## src/inc/emap_pkg.sv

```systemverilog
// Purpose: Constants for the external memory address map block
// Assumes: APB word index equals the printed register offset
// Notes: Byte address of a register is four times its index
package emap_pkg;
    localparam logic [7:0] IX_SP = 8'h81;
    localparam logic [7:0] IX_DPL0 = 8'h82;
    localparam logic [7:0] IX_DPH0 = 8'h83;
    localparam logic [7:0] IX_PTR1_LO = 8'h84;
    localparam logic [7:0] IX_PTR1_HI = 8'h85;
    localparam logic [7:0] IX_P4CTL = 8'h92;
    localparam logic [7:0] IX_DPX0 = 8'h93;
    localparam logic [7:0] IX_PTR1_EXT = 8'h95;
    localparam logic [7:0] IX_SPH = 8'h9B;
    localparam logic [7:0] IX_PAGE = 8'h9C;
    localparam logic [7:0] IX_ACTL = 8'h9E;
    localparam logic [7:0] IX_STAT = 8'h9F;
    localparam logic [7:0] IX_P2 = 8'hA0;
    localparam logic [7:0] IX_MCTL = 8'hC6;
    localparam logic [7:0] IX_MXX = 8'hEA;
    localparam logic [7:0] RST_ZERO = 8'h00;
    localparam logic [7:0] RST_P4CTL = 8'h3F;
    localparam int ACTL_AM = 0;
    localparam int ACTL_SA = 2;
    localparam int ACTL_MUX = 3;
    localparam int MCTL_CMA = 5;
    localparam int MCTL_IDM = 6;
    localparam int P4_HI = 3;
    localparam int P4_LO = 0;
    localparam logic [1:0] IDM_SHARED = 2'h3;
    localparam logic [23:0] SRAM_HI_BASE = 24'h00F000;
    localparam logic [23:0] SRAM_LO_BASE = 24'h000000;
    localparam logic [23:0] SRAM_EXT_BASE = 24'h400000;
    localparam logic [23:0] SRAM_SIZE = 24'h001000;
    localparam logic [23:0] CAN_LO_BASE = 24'h00EE00;
    localparam logic [23:0] CAN_HI_BASE = 24'h401000;
    localparam logic [23:0] CAN_SIZE = 24'h000200;
    localparam logic [23:0] STACK_SIZE = 24'h000400;
    localparam logic [2:0] K_FETCH = 3'h0;
    localparam logic [2:0] K_DPTR0 = 3'h1;
    localparam logic [2:0] K_SECOND_DATA_POINTER = 3'h2;
    localparam logic [2:0] K_RI = 3'h3;
    localparam logic [2:0] K_STACK = 3'h4;
    typedef enum logic [1:0] {EM_M16, EM_PAGED, EM_CONTIG} emap_mode_type;
endpackage

```

## src/hdl/emap_top.sv

```systemverilog
// Purpose: Address generation, internal memory map and bus pin drive
// Assumes: APB and core requests share pclk; one wait state on APB
// Notes: Strobe timing and data transfer live outside this block
//
// Chosen here: register access over APB.
`timescale 1ns/10ps
//Operation
// - Scratchpad and 4kB SRAM for data/stack/code
// - 4MB outside memory, 20-bit bus, selects
// - Address mode field picks one of three
// - 16-bit mode limits to 64kB, reset default
// - Paged mode adds cycle on calls, returns
// - Paged mode vectors fetched with zero page
// - Contiguous mode uses full 22-bit counter
// - Contiguous mode pointer increment one cycle longer
// - 23rd bit maps SRAM above 4MB
// - First pointer moves use extension, high, low
// - Second pointer moves use its three bytes
// - Indirect moves use extension, port latch, register
// - Paged fetch takes upper bits from page
// - Extended stack joins high and low pointers
// - Stack extend reserves lowest 1kB of SRAM
// - Internal accesses raise no pin strobes
// - Map field places SRAM at chosen window
// - CAN map bit places message area
// - No extended stack in shared mode
// - Reset drives address lines, chip selects, fetch zero
// - Bus signals placed on port pins; mux bit moves low address from port 1 to port 0
// - Port field codes 100 to 111 enable one to four pins
module emap_top
    import emap_pkg::*;
(
    input wire logic pclk,
    input wire logic presetn,
    input wire logic psel,
    input wire logic penable,
    input wire logic pwrite,
    input wire logic [11:0] paddr,
    input wire logic [31:0] pwdata,
    output logic [31:0] prdata,
    output logic pready,
    output logic pslverr,
    input wire logic acc_req,
    input wire logic [2:0] acc_kind,
    input wire logic acc_write,
    input wire logic [21:0] acc_pc,
    input wire logic [7:0] acc_ri,
    input wire logic acc_vector,
    input wire logic op_call_ret,
    input wire logic op_inc_first_data_pointer,
    input wire logic irq_ack,
    output logic [23:0] full_addr,
    output logic int_sram_sel,
    output logic can_sel,
    output logic extra_cycle,
    output logic [7:0] p4_out,
    output logic [7:0] p4_oe,
    output logic [7:0] p2_out,
    output logic [7:0] p0_out,
    output logic [7:0] p0_oe,
    output logic [7:0] p1_out,
    output logic [7:0] p1_oe,
    output logic [3:0] pce_n,
    output logic rd_n,
    output logic wr_n,
    output logic program_fetch_strobe_n
);

    // Pin mask for a port-4 field code
    function automatic logic [3:0] pin_mask(input logic [2:0] code);
        unique case (code)
            3'h4: pin_mask = 4'h1;
            3'h5: pin_mask = 4'h3;
            3'h6: pin_mask = 4'h7;
            3'h7: pin_mask = 4'hF;
            default: pin_mask = 4'h0;
        endcase
    endfunction

    function automatic logic in_rng(input logic [23:0] a, input logic [23:0] b,
                                    input logic [23:0] n);
        in_rng = (a >= b) && ((a - b) < n);
    endfunction

    function automatic logic [23:0] actl_can_base(input logic hi);
        actl_can_base = hi ? CAN_HI_BASE : CAN_LO_BASE;
    endfunction

    logic [7:0] sp_r, dpl0_r, dph0_r, ptr1_lo_r, ptr1_hi_r, p4ctl_r, dpx0_r;
    logic [7:0] ptr1_ext_r, sph_r, page_r, actl_r, p2_r, mctl_r, mxx_r;
    logic conflict_r;
    logic apb_do;
    logic [7:0] ix;
    logic hit;
    logic [7:0] rsel;
    emap_mode_type mode;
    logic [1:0] idm;
    logic sa_eff;
    logic [23:0] sram_base;
    logic [23:0] a_nxt;
    logic is_fetch;
    logic sram_hit;
    logic can_hit;
    logic internal;
    logic stack_clash;
    logic [3:0] hi_mask;
    logic [3:0] lo_mask;

    assign ix = paddr[9:2];
    assign apb_do = psel && penable && pready;
    assign idm = mctl_r[MCTL_IDM +: 2];
    assign sa_eff = actl_r[ACTL_SA] && (idm != IDM_SHARED);
    assign hi_mask = pin_mask(p4ctl_r[P4_HI +: 3]);
    assign lo_mask = pin_mask(p4ctl_r[P4_LO +: 3]);
    assign is_fetch = (acc_kind == K_FETCH);

    // Mode decode; reserved code behaves as 16-bit
    always_comb begin
        unique case (actl_r[ACTL_AM +: 2])
            2'h1: mode = EM_PAGED;
            2'h2: mode = EM_CONTIG;
            default: mode = EM_M16;
        endcase
    end

    // Register decode and read mux
    always_comb begin
        hit = 1'b1;
        rsel = RST_ZERO;
        unique case (ix)
            IX_SP: rsel = sp_r;
            IX_DPL0: rsel = dpl0_r;
            IX_DPH0: rsel = dph0_r;
            IX_PTR1_LO: rsel = ptr1_lo_r;
            IX_PTR1_HI: rsel = ptr1_hi_r;
            IX_P4CTL: rsel = p4ctl_r;
            IX_DPX0: rsel = dpx0_r;
            IX_PTR1_EXT: rsel = ptr1_ext_r;
            IX_SPH: rsel = sph_r;
            IX_PAGE: rsel = page_r;
            IX_ACTL: rsel = actl_r;
            IX_STAT: rsel = {5'h00, sa_eff, idm == IDM_SHARED, conflict_r};
            IX_P2: rsel = p2_r;
            IX_MCTL: rsel = mctl_r;
            IX_MXX: rsel = mxx_r;
            default: hit = 1'b0;
        endcase
        if (paddr[11:10] != 2'h0 || paddr[1:0] != 2'h0) begin
            hit = 1'b0;
        end
    end

    // SRAM window per map field
    always_comb begin
        unique case (idm)
            2'h0: sram_base = SRAM_HI_BASE;
            2'h1: sram_base = SRAM_LO_BASE;
            default: sram_base = SRAM_EXT_BASE;
        endcase
    end

    // Address formation per access kind
    always_comb begin
        a_nxt = 24'h000000;
        unique case (acc_kind)
            K_FETCH: begin
                unique case (mode)
                    EM_M16: a_nxt = {8'h00, acc_pc[15:0]};
                    EM_PAGED: a_nxt = acc_vector ? {8'h00, acc_pc[15:0]}
                                                 : {page_r, acc_pc[15:0]};
                    EM_CONTIG: a_nxt = {2'h0, acc_pc};
                endcase
            end
            K_DPTR0: a_nxt = {dpx0_r, dph0_r, dpl0_r};
            K_SECOND_DATA_POINTER: a_nxt = {ptr1_ext_r, ptr1_hi_r, ptr1_lo_r};
            K_RI: a_nxt = {mxx_r, p2_r, acc_ri};
            K_STACK: a_nxt = sram_base + {14'h0000, sph_r[1:0], sp_r};
            default: a_nxt = 24'h000000;
        endcase
        if (mode == EM_M16 && acc_kind != K_STACK) begin
            a_nxt[23:16] = 8'h00;
        end
    end

    // Internal decode: SRAM, CAN area, scratchpad stack
    always_comb begin
        if (is_fetch) begin
            sram_hit = (idm == IDM_SHARED) && in_rng(a_nxt, SRAM_EXT_BASE, SRAM_SIZE);
            can_hit = 1'b0;
        end else begin
            sram_hit = in_rng(a_nxt, sram_base, SRAM_SIZE) || (acc_kind == K_STACK);
            can_hit = in_rng(a_nxt, actl_can_base(mctl_r[MCTL_CMA]), CAN_SIZE);
        end
        internal = sram_hit || can_hit;
        stack_clash = sa_eff && !is_fetch && acc_kind != K_STACK
                      && in_rng(a_nxt, sram_base, STACK_SIZE);
    end

    // APB handshake with one wait state
    always_ff @(posedge pclk or negedge presetn) begin
        if (!presetn) begin
            pready <= 1'b0;
            pslverr <= 1'b0;
            prdata <= 32'h00000000;
        end else begin
            pready <= psel && penable && !pready;
            pslverr <= psel && penable && !pready && !hit;
            if (psel && penable && !pready) begin
                prdata <= {24'h000000, rsel};
            end
        end
    end

    // Register writes
    always_ff @(posedge pclk or negedge presetn) begin
        if (!presetn) begin
            sp_r <= RST_ZERO;
            dpl0_r <= RST_ZERO;
            dph0_r <= RST_ZERO;
            ptr1_lo_r <= RST_ZERO;
            ptr1_hi_r <= RST_ZERO;
            p4ctl_r <= RST_P4CTL;
            dpx0_r <= RST_ZERO;
            ptr1_ext_r <= RST_ZERO;
            sph_r <= RST_ZERO;
            page_r <= RST_ZERO;
            actl_r <= RST_ZERO;
            p2_r <= RST_ZERO;
            mctl_r <= RST_ZERO;
            mxx_r <= RST_ZERO;
        end else if (apb_do && pwrite && hit) begin
            unique case (ix)
                IX_SP: sp_r <= pwdata[7:0];
                IX_DPL0: dpl0_r <= pwdata[7:0];
                IX_DPH0: dph0_r <= pwdata[7:0];
                IX_PTR1_LO: ptr1_lo_r <= pwdata[7:0];
                IX_PTR1_HI: ptr1_hi_r <= pwdata[7:0];
                IX_P4CTL: p4ctl_r <= {2'h0, pwdata[5:0]};
                IX_DPX0: dpx0_r <= pwdata[7:0];
                IX_PTR1_EXT: ptr1_ext_r <= pwdata[7:0];
                IX_SPH: sph_r <= pwdata[7:0];
                IX_PAGE: page_r <= pwdata[7:0];
                IX_ACTL: begin
                    actl_r <= {4'h0, pwdata[3:0]};
                    actl_r[ACTL_SA] <= pwdata[ACTL_SA] && (idm != IDM_SHARED);
                end
                IX_P2: p2_r <= pwdata[7:0];
                IX_MCTL: begin
                    mctl_r <= {pwdata[7:5], 5'h00};
                    if (pwdata[MCTL_IDM +: 2] == IDM_SHARED) begin
                        actl_r[ACTL_SA] <= 1'b0;
                    end
                end
                IX_MXX: mxx_r <= pwdata[7:0];
                default: mxx_r <= mxx_r;
            endcase
        end
    end

    // Sticky stack clash flag, write one clears, set wins
    always_ff @(posedge pclk or negedge presetn) begin
        if (!presetn) begin
            conflict_r <= 1'b0;
        end else if (acc_req && stack_clash) begin
            conflict_r <= 1'b1;
        end else if (apb_do && pwrite && ix == IX_STAT && pwdata[0]) begin
            conflict_r <= 1'b0;
        end
    end

    // Extra machine cycle indication
    always_ff @(posedge pclk or negedge presetn) begin
        if (!presetn) begin
            extra_cycle <= 1'b0;
        end else begin
            extra_cycle <= (mode == EM_PAGED && (op_call_ret || irq_ack))
                           || (mode == EM_CONTIG && op_inc_first_data_pointer);
        end
    end

    // Access result and strobes
    always_ff @(posedge pclk or negedge presetn) begin
        if (!presetn) begin
            full_addr <= 24'h000000;
            int_sram_sel <= 1'b0;
            can_sel <= 1'b0;
            rd_n <= 1'b1;
            wr_n <= 1'b1;
            program_fetch_strobe_n <= 1'b1;
            pce_n <= 4'hF;
        end else begin
            rd_n <= 1'b1;
            wr_n <= 1'b1;
            program_fetch_strobe_n <= 1'b1;
            pce_n <= 4'hF;
            int_sram_sel <= 1'b0;
            can_sel <= 1'b0;
            if (acc_req) begin
                full_addr <= a_nxt;
                int_sram_sel <= sram_hit || stack_clash;
                can_sel <= can_hit && !stack_clash;
                if (!internal && !stack_clash) begin
                    program_fetch_strobe_n <= !is_fetch;
                    rd_n <= is_fetch || acc_write;
                    wr_n <= is_fetch || !acc_write;
                    if (!is_fetch) begin
                        pce_n <= ~(4'h1 << a_nxt[21:20]);
                    end
                end
            end
        end
    end

    // Port pin drive
    always_ff @(posedge pclk or negedge presetn) begin
        if (!presetn) begin
            p4_out <= 8'h0F;
            p4_oe <= 8'hFF;
            p2_out <= 8'h00;
            p0_out <= 8'h00;
            p0_oe <= 8'h00;
            p1_out <= 8'h00;
            p1_oe <= 8'h00;
        end else begin
            p4_oe <= {hi_mask, lo_mask};
            p4_out[3:0] <= 4'hF;
            p0_oe <= 8'h00;
            p1_oe <= actl_r[ACTL_MUX] ? 8'h00 : 8'hFF;
            if (acc_req && !internal && !stack_clash) begin
                p4_out[7:4] <= a_nxt[19:16];
                p2_out <= a_nxt[15:8];
                if (is_fetch) begin
                    p4_out[3:0] <= ~(4'h1 << a_nxt[21:20]);
                end
                if (actl_r[ACTL_MUX]) begin
                    p0_out <= a_nxt[7:0];
                    p0_oe <= 8'hFF;
                end else begin
                    p1_out <= a_nxt[7:0];
                end
            end
        end
    end
endmodule // emap_top

```

## config.mk

```make
export PLATFORM = sky130hd
export DESIGN_NAME = emap_top
export DESIGN_NICKNAME = d
export VERILOG_FILES = /design/src/inc/emap_pkg.sv /design/src/hdl/emap_top.sv
export SDC_FILE = /design/constraint.sdc
export NUM_CORES = 1
export LEC_CHECK = 0
export BUFFER_PORTS_ARGS = -buffer_cell sky130_fd_sc_hd__clkbuf_2
export CORE_ASPECT_RATIO = 1.1
export CORE_MARGIN = 3
export CORE_UTILIZATION = 59
export CTS_CLUSTER_DIAMETER = 30
export CTS_CLUSTER_SIZE = 24
export DETAILED_ROUTE_END_ITERATION = 7
export GPL_ROUTABILITY_DRIVEN = 0
export PLACE_DENSITY = 0.83
export SYNTH_ARGS = -nofsm -noshare
export SYNTH_HDL_FRONTEND = slang
export SYNTH_SLANG_ARGS = --single-unit
```

## constraint.sdc

```tcl
create_clock -name pclk -period 6.95 [get_ports pclk]
set_input_delay 0 -clock pclk [delete_from_list [all_inputs] [get_ports pclk]]
set_output_delay 0 -clock pclk [all_outputs]
set_load 0.01 [all_outputs]
```

==> out/metrics.cfg, run 1 <==
[cells_and_area]
fillers = 1226
area_growth_pct = 14.0
diodes = 0
stdcell_area_um2 = 11600
final_cells = 1286
nets = 1148
multi_input_area_um2 = 4910
drive_gt1_share_pct = 37.7
regArea_um2 = 4740

[power_and_ir_drop]
p_switching_mw = 0.584
max-vdd-ir-drop_mv = 0.172
power_density_nw_per_um2 = 200
p_seq_share_pct = 48.9
sw_frac_of_total_pct = 25.2
leakage_nw = 5.54
p_int_mw = 1.73
clockPowerShare_pct = 41.4
combPwrFrac_pct = 9.7

[clock_tree]
cts_tree = yes
path_clk_slew_ps = 70
cts.sinks = 188
clkLatencyLatePin_ps = 440
cts_made_buffers = 17
clockBufferDepth = 2
cts-htree-levels = 4
clockRootBuffer = clkbuf_16

[place]
port_buffers = 163
placed_cells = 1247
place_area_um2 = 10900
dpl.hpwl_um = 20400

[timing]
slew_violations = 0
finalCriticalPeriod_ps = 4510
finalSetupViolCount = 0
period_share_pct = 65.0
slew_headroom_pct = 27.9
hold_viol_final = 0
tns_ps = 0
max_freq_ghz = 0.221
finalClockSkew_ps = 11.4
rsz0062_at_grt = false
tightest_slew_ps = 1070

[logic_synthesis]
synth_warnings = 0
synth_cell_types = 80
synth_area_um2 = 10100
synth_top_area_share_pct = 40.2
ys.flop_type = dfrtp_1
ys_seq_area_share_pct = 46.7
ys_top_cells_by_area = dfrtp_1, mux2_2, dfstp_2, buf_4, mux2i_1
synthArstFlopShare_pct = 100
synth_common_cells = dfrtp_1, mux2_2, nor2_1
synth_most_common_cell = dfrtp_1
synth_edf_count = 0
synthCells = 904
synth.avg_cell_area_um2 = 11.2
ys_seq_elements = 188
synth_top_area_cell = dfrtp_1

[routing]
dr_total_vias = 8105
drt_iter0_markers = 1109
routed_wl_um = 28700
drc = 0
wl_per_cell_um = 22.3
ant_nets = 0
drtPass1Iterations = 7
viasPerCell = 6.30

[floorplan]
die_area_um2 = 18800
coreArea_um2 = 16600
die_width_um = 131
ios = 212
num_rows = 49
die_y_um = 144
start_util_pct = 61.1

[setup_path]
cp-end-kind = register
path_cells = clkbuf_2, buf_4, nor2_1, buf_4, a21oi_1, o22a_1, ha_1, fa_1, nor2b_1, o31ai_1, a21oi_1, xnor3_1, nor4b_2, nand3_1, a211oi_4, or4_1, mux2_4
crit_buf_inv = 3
worst-setup-path-type = input pin to register
critPathSlowestCell = or4_1
required_ps = 7270
slowest_delay_ps = 540
cp_max_fo = 28
start_kind = input pin
cpLargestDelayFamily = simple AND/OR/NAND/NOR gates
critPathArrivalTime_ps = 4830

[global_routing]
grt_max_degree = 107
grt_overflow = 0
grt_pass1_vias = 7955
antenna_found_initial = 1
globalRouteTotalUtil_pct = 30.8
grt_pass1_wl_um = 43600

[job]
cap_violations = 0

[min_path]
hp-class = input pin to register

[status]
status = finished, final reports clean

==> metrics by stage <==
| step | hold WS (ps) | utilization (%) | setup slack (ps) | total power [mW] |
|---|---|---|---|---|
| final | 20.2 | 69.6 | 2440 | 2.32 |
| after global routing | 38.9 | 69.6 | 2170 | 2.39 |
| after CTS | 24.0 | 69.6 | 2520 | 2.32 |
| after detailed placement | 166 | 65.7 | 2140 | 1.37 |
| after global placement | 164 | 65.7 | 2200 | 1.37 |
| after floorplan | -296 | - | 2840 | 1.28 |
==> state kept, by name, summed over array words and instances (netlist names), 3 cells and up <==
signal / flops
full_addr: 24
dph0_r: 8
dpl0_r: 8
dpx0_r: 8
mxx_r: 8
p0_out: 8
p1_out: 8
p2_out: 8
p2_r: 8
p4_oe: 8
p4_out: 8
page_r: 8
prdata: 8
ptr1_ext_r: 8
ptr1_hi_r: 8
ptr1_lo_r: 8
sp_r: 8
sph_r: 8
p4ctl_r: 6
actl_r: 4
pce_n: 4
mctl_r: 3
==> worst reg2reg max path: cells and delay by family, from the launching register on <==
kind | cells | cell delay (ps)
adders and majority gates | 1 | 200
muxes | 1 | 350
DFF | 1 | 450
xor gates and xnor gates | 1 | 290
AOI/OAI and AO/OA | 4 | 960
and+or+nand+nor | 6 | 1930
buffers and inverters | 1 | 80
==> path summary, 6_finish.rpt <==
check                            start             to  slack, ps  cells after the start
setup / recovery           acc_kind[1]      p1_out[4]       2440                     17
hold reg to reg             p4ctl_r[5]       p4_oe[4]        400                      0
hold / removal               pwdata[6]  ptr1_ext_r[6]         20                      2
max in group asynchronous      presetn   ptr1_hi_r[0]       5090                      3
min in group asynchronous      presetn    extra_cycle        270                      2
setup reg to reg             mctl_r[7]      p1_out[4]       2570                     14
==> cell families after synthesis <==
family / after synthesis / share of synthesized area, %
AOI/OAI and AO/OA: 184 / 13.2
xor gates and xnor gates: 7 / 0.740
adders and majority gates: 17 / 2.22
buffers and inverters: 107 / 5.81
DFF: 188 / 46.7
muxes: 176 / 20.3
other: 1 / 0.0370
and+or+nand+nor: 224 / 11.1
==> metal layers <==
layer	GRT usage [%]	vias to the layer above	part of all wire, %
met5	0	-	0.031
met4	16.7	2	5.4
met3	8.33	131	9.9
met2	48.4	508	47
met1	38.7	3939	38
li1	-	3525	-
==> final cells by class <==
type,count,share of cell area [%]
Tap cell,229,2.48
Inverter,26,0.844
Clock buffer,19,3.74
Sequential cell,188,41.0
Multi-Input combinational cell,632,42.5
Timing Repair Buffer,179,8.30
Clock inverter,13,1.21
==> power by group through the flow <==
stage,logic (mW),clock network (mW),registers [mW]
after floorplan,0.122,0,1.16
after global placement,0.215,0,1.15
after detailed placement,0.219,0,1.15
after CTS,0.223,0.964,1.13
after global routing,0.244,1.01,1.14
final,0.224,0.960,1.13
==> placed cells by master (no fill, tap or decap), types with 7 or more instances in the layout <==
| master | Yosys | routed |
|---|---|---|
| clkbuf_2 | 0 | 162 |
| a21oi_1 | 37 | 37 |
| nand3_1 | 21 | 21 |
| a22o_1 | 8 | 8 |
| o21a_1 | 9 | 9 |
| mux2_2 | 131 | 131 |
| nor2_1 | 64 | 64 |
| nor3_1 | 9 | 9 |
| mux2_4 | 11 | 11 |
| o21ai_0 | 30 | 30 |
| ha_1 | 14 | 14 |
| mux2i_1 | 28 | 28 |
| a31oi_1 | 10 | 10 |
| and2_1 | 9 | 9 |
| inv_1 | 24 | 24 |
| a221oi_1 | 14 | 14 |
| nand2b_1 | 8 | 8 |
| dfstp_2 | 25 | 25 |
| clkbuf_16 | 0 | 17 |
| dlygate4sd3_1 | 0 | 7 |
| dfrtp_1 | 163 | 163 |
| and3_1 | 8 | 8 |
| conb_1 | 1 | 24 |
| a22oi_1 | 24 | 24 |
| nand2_1 | 57 | 57 |
| o22ai_1 | 9 | 9 |
| buf_4 | 38 | 9 |
| nor2b_1 | 11 | 11 |
==> repair_timing <==
item,4_1_cts,5_1_grt
gates resized for setup,0,0
hold endpoints to repair,85,0
setup buffers,0,0
hold buffers,7,0
(Power assumes the default switching activity.)
==> run 2: changes to the inputs <==
--- a/config.mk
+++ b/config.mk
@@ -8,12 +8,12 @@
 export BUFFER_PORTS_ARGS = -buffer_cell sky130_fd_sc_hd__clkbuf_2
 export CORE_ASPECT_RATIO = 1.1
 export CORE_MARGIN = 3
-export CORE_UTILIZATION = 59
+export CORE_UTILIZATION = 50
 export CTS_CLUSTER_DIAMETER = 30
 export CTS_CLUSTER_SIZE = 24
 export DETAILED_ROUTE_END_ITERATION = 7
 export GPL_ROUTABILITY_DRIVEN = 0
-export PLACE_DENSITY = 0.83
+export PLACE_DENSITY = 0.75
 export SYNTH_ARGS = -nofsm -noshare
 export SYNTH_HDL_FRONTEND = slang
 export SYNTH_SLANG_ARGS = --single-unit
==> constraint.sdc (replaced) <==
create_clock -name pclk -period 3.84 [get_ports pclk]
set_input_delay 0 -clock pclk [delete_from_list [all_inputs] [get_ports pclk]]
set_output_delay 0 -clock pclk [all_outputs]
set_load 0.01 [all_outputs]
==> run 2 against run 1 <==
Setup slack worse by 2400 ps. Non-clock buffer count up 62. Critical path depth is 5 lower. Cell count is 6.7% higher. Global-route usage shrank 3.6 points. First-iteration DRC count shrank 20%. Combinational power up 99%. Count of clock-buffer cells in the layout fell by 1. Utilization shrank 7.8 points. Via count increased by 1.8%. Worst hold slack improved by 3.2 ps.
==> out/metrics.cfg, run 2 (same netlist as run 1, synthesis figures left out) <==
[status]
status = finished, final reports clean

[setup_path]
cp-end-kind = register
ff2ff_setup_slack_ps = 8  ; -2560 ps
worst-setup-path-type = register to register
critPathArrivalTime_ps = 4160  ; -670 ps
startpoint = ptr1_hi_r[2]
critPathSlowestCell = or4_4
path_cells = mux4_2, and2_4, ha_4, nor2b_4, o211ai_1, nand3b_1, o31a_1, maj3_2, xnor2_2, a211oi_4, or4_4, mux2_4
r2r-end = p1_out[6]
crit_end = p1_out[6]
reg2reg_depth = 12  ; -2
slowest_delay_ps = 640  ; +100 ps
reg2reg_from = ptr1_hi_r[2]
cp_max_fo = 8  ; -71%
required_ps = 4170  ; -3100 ps
start_kind = register

[power_and_ir_drop]
power_density_nw_per_um2 = 353  ; +76%
p_int_mw = 3.21  ; +85%
p_switching_mw = 1.13  ; +94%
p_seq_share_pct = 47.2  ; -1.7 points
combPwrFrac_pct = 10.3  ; +0.6 points
clockPowerShare_pct = 42.5  ; +1.1 points
leakage_nw = 5.92  ; +7.0%
max-vdd-ir-drop_mv = 0.354  ; +110%
sw_frac_of_total_pct = 26.1  ; +0.87 points

[timing]
finalCriticalPeriod_ps = 3830
finalSetupViolCount = 0  ; unchanged
rsz0062_at_grt = true
tightest_slew_ps = 958  ; -115 ps
tns_ps = 0  ; unchanged
finalClockSkew_ps = 10.9  ; -0.449 ps
slew_violations = 0  ; unchanged
slew_headroom_pct = 35.6  ; +7.7 points
hold_viol_final = 0  ; unchanged
period_share_pct = 99.8
worst_slack_ps = 7.57  ; -2430 ps
max_freq_ghz = 0.261

[cells_and_area]
nets = 1211  ; +5.5%
final_cell_mix = dfrtp_1, clkbuf_2, mux2_2, buf_4, nor2_1
final_common_cell = dfrtp_1
drive_gt1_share_pct = 43.3  ; +5.6 points
area_growth_pct = 21.0
largest_reg_flops = 24  ; unchanged
stdcell_area_um2 = 12300  ; +6.2%
multi_input_area_um2 = 5030  ; +2.5%
diodes = 0  ; unchanged
final_cells = 1372  ; +6.7%
fillers = 1569  ; +28%
regArea_um2 = 4740  ; unchanged
regMostFlops = full_addr

[routing]
wl_per_cell_um = 22.3  ; -0.28%
drt_iter0_markers = 882  ; -20%
dr_total_vias = 8252  ; +1.8%
routed_wl_um = 30600  ; +6.4%
drc = 0  ; unchanged
drtPass1Iterations = 5  ; -2
ant_nets = 0  ; unchanged
viasPerCell = 6.01  ; -4.6%

[job]
cap_violations = 0  ; unchanged

[clock_tree]
cts_tree = yes
clkLatencyLatePin_ps = 440  ; about the same
cts-htree-levels = 4  ; unchanged
cts.sinks = 188  ; unchanged
clockBufferDepth = 2  ; unchanged
clockRootBuffer = clkbuf_16
path_clk_slew_ps = 70  ; about the same
cts_made_buffers = 17  ; unchanged

[min_path]
hp-class = input pin to register
min_delay_path_depth = 6  ; +4

[global_routing]
grt_max_degree = 100  ; -6.5%
grt_pass1_wl_um = 45800  ; +5.0%
globalRouteTotalUtil_pct = 27.2  ; -3.6 points
antenna_found_initial = 0  ; -1
grt_overflow = 0  ; unchanged
grt_pass1_vias = 8131  ; +2.2%

[floorplan]
start_util_pct = 51.1  ; -10 points
die_width_um = 142  ; +8.2%
num_rows = 54  ; +10%
die_y_um = 155  ; +8.3%
ios = 212  ; unchanged
die_area_um2 = 22000  ; +17%
coreArea_um2 = 19900  ; +20%

[place]
place_area_um2 = 11400  ; +4.5%
port_buffers = 163  ; unchanged
dp_slack_ps = -238  ; -2380 ps
dpl.hpwl_um = 22100  ; +8.5%
placed_cells = 1325  ; +6.3%

run 2: power by group through the flow:
stage                     combinational, mW  sequential (mW)  clock [mW]
after global routing                  0.483             2.05        1.95
after CTS                             0.439             2.05        1.86
after floorplan                       0.222             2.10           0
after detailed placement              0.424             2.09           0
after global placement                0.418             2.09           0
final                                 0.446             2.05        1.85
run 2: final cells by class:
type	count	area share (%)
well taps	252	2.57
clock buffers	18	3.58
flip-flops and latches	188	38.6
repair buffers	241	12.0
clock inverters	14	1.48
inverters	26	0.805
multi-input cells	633	41.0
run 2: worst max-delay path, delay by kind of cell (launching register included):
kind / cells / cell delay [ps]
xor+xnor: 1 / 200
flops: 1 / 400
mux: 2 / 840
simple gates: 4 / 1100
compound gates: 3 / 640
fa+ha+maj: 2 / 530
run 2: timing repair:
action / 4_1_cts / 5_1_grt
pin swaps: 11 / 17
buffers inserted: 5 / 5
hold buffers: 6 / 0
cloned: 1 / 0
hold endpoints to repair: 75 / 0
endpoints found under the setup margin: 36 / 40
gates resized for setup: 11 / 18
run 2: worst min path at each step:
stage,startpoint,to,slack [ps]
detailed placement,presetn,extra_cycle,130
global route,pwdata[6],dpl0_r[6],60
finish,pwrite,conflict_r,20
global placement,presetn,full_addr[20],120
floorplan,presetn,actl_r[0],-300
CTS,pwrite,conflict_r,20
run 2: layer usage:
layer  track usage [%]  routed length, um  up-vias
met1              34.4              11600     4045
met4              12.1               1390        0
met3              5.29               2510       89
met2              45.3              15000      457
li1                  -                  -     3661
met5                 0                  0        -
run 2: through the flow:
step                utilization, %  power [mW]  hold WS (ps)
finish                        61.8        4.34          23.4
global route                  61.8        4.48          62.4
CTS                           61.3        4.35          18.2
detailed placement            57.4        2.51           129
global placement              57.4        2.50           124
floorplan                        -        2.33          -296
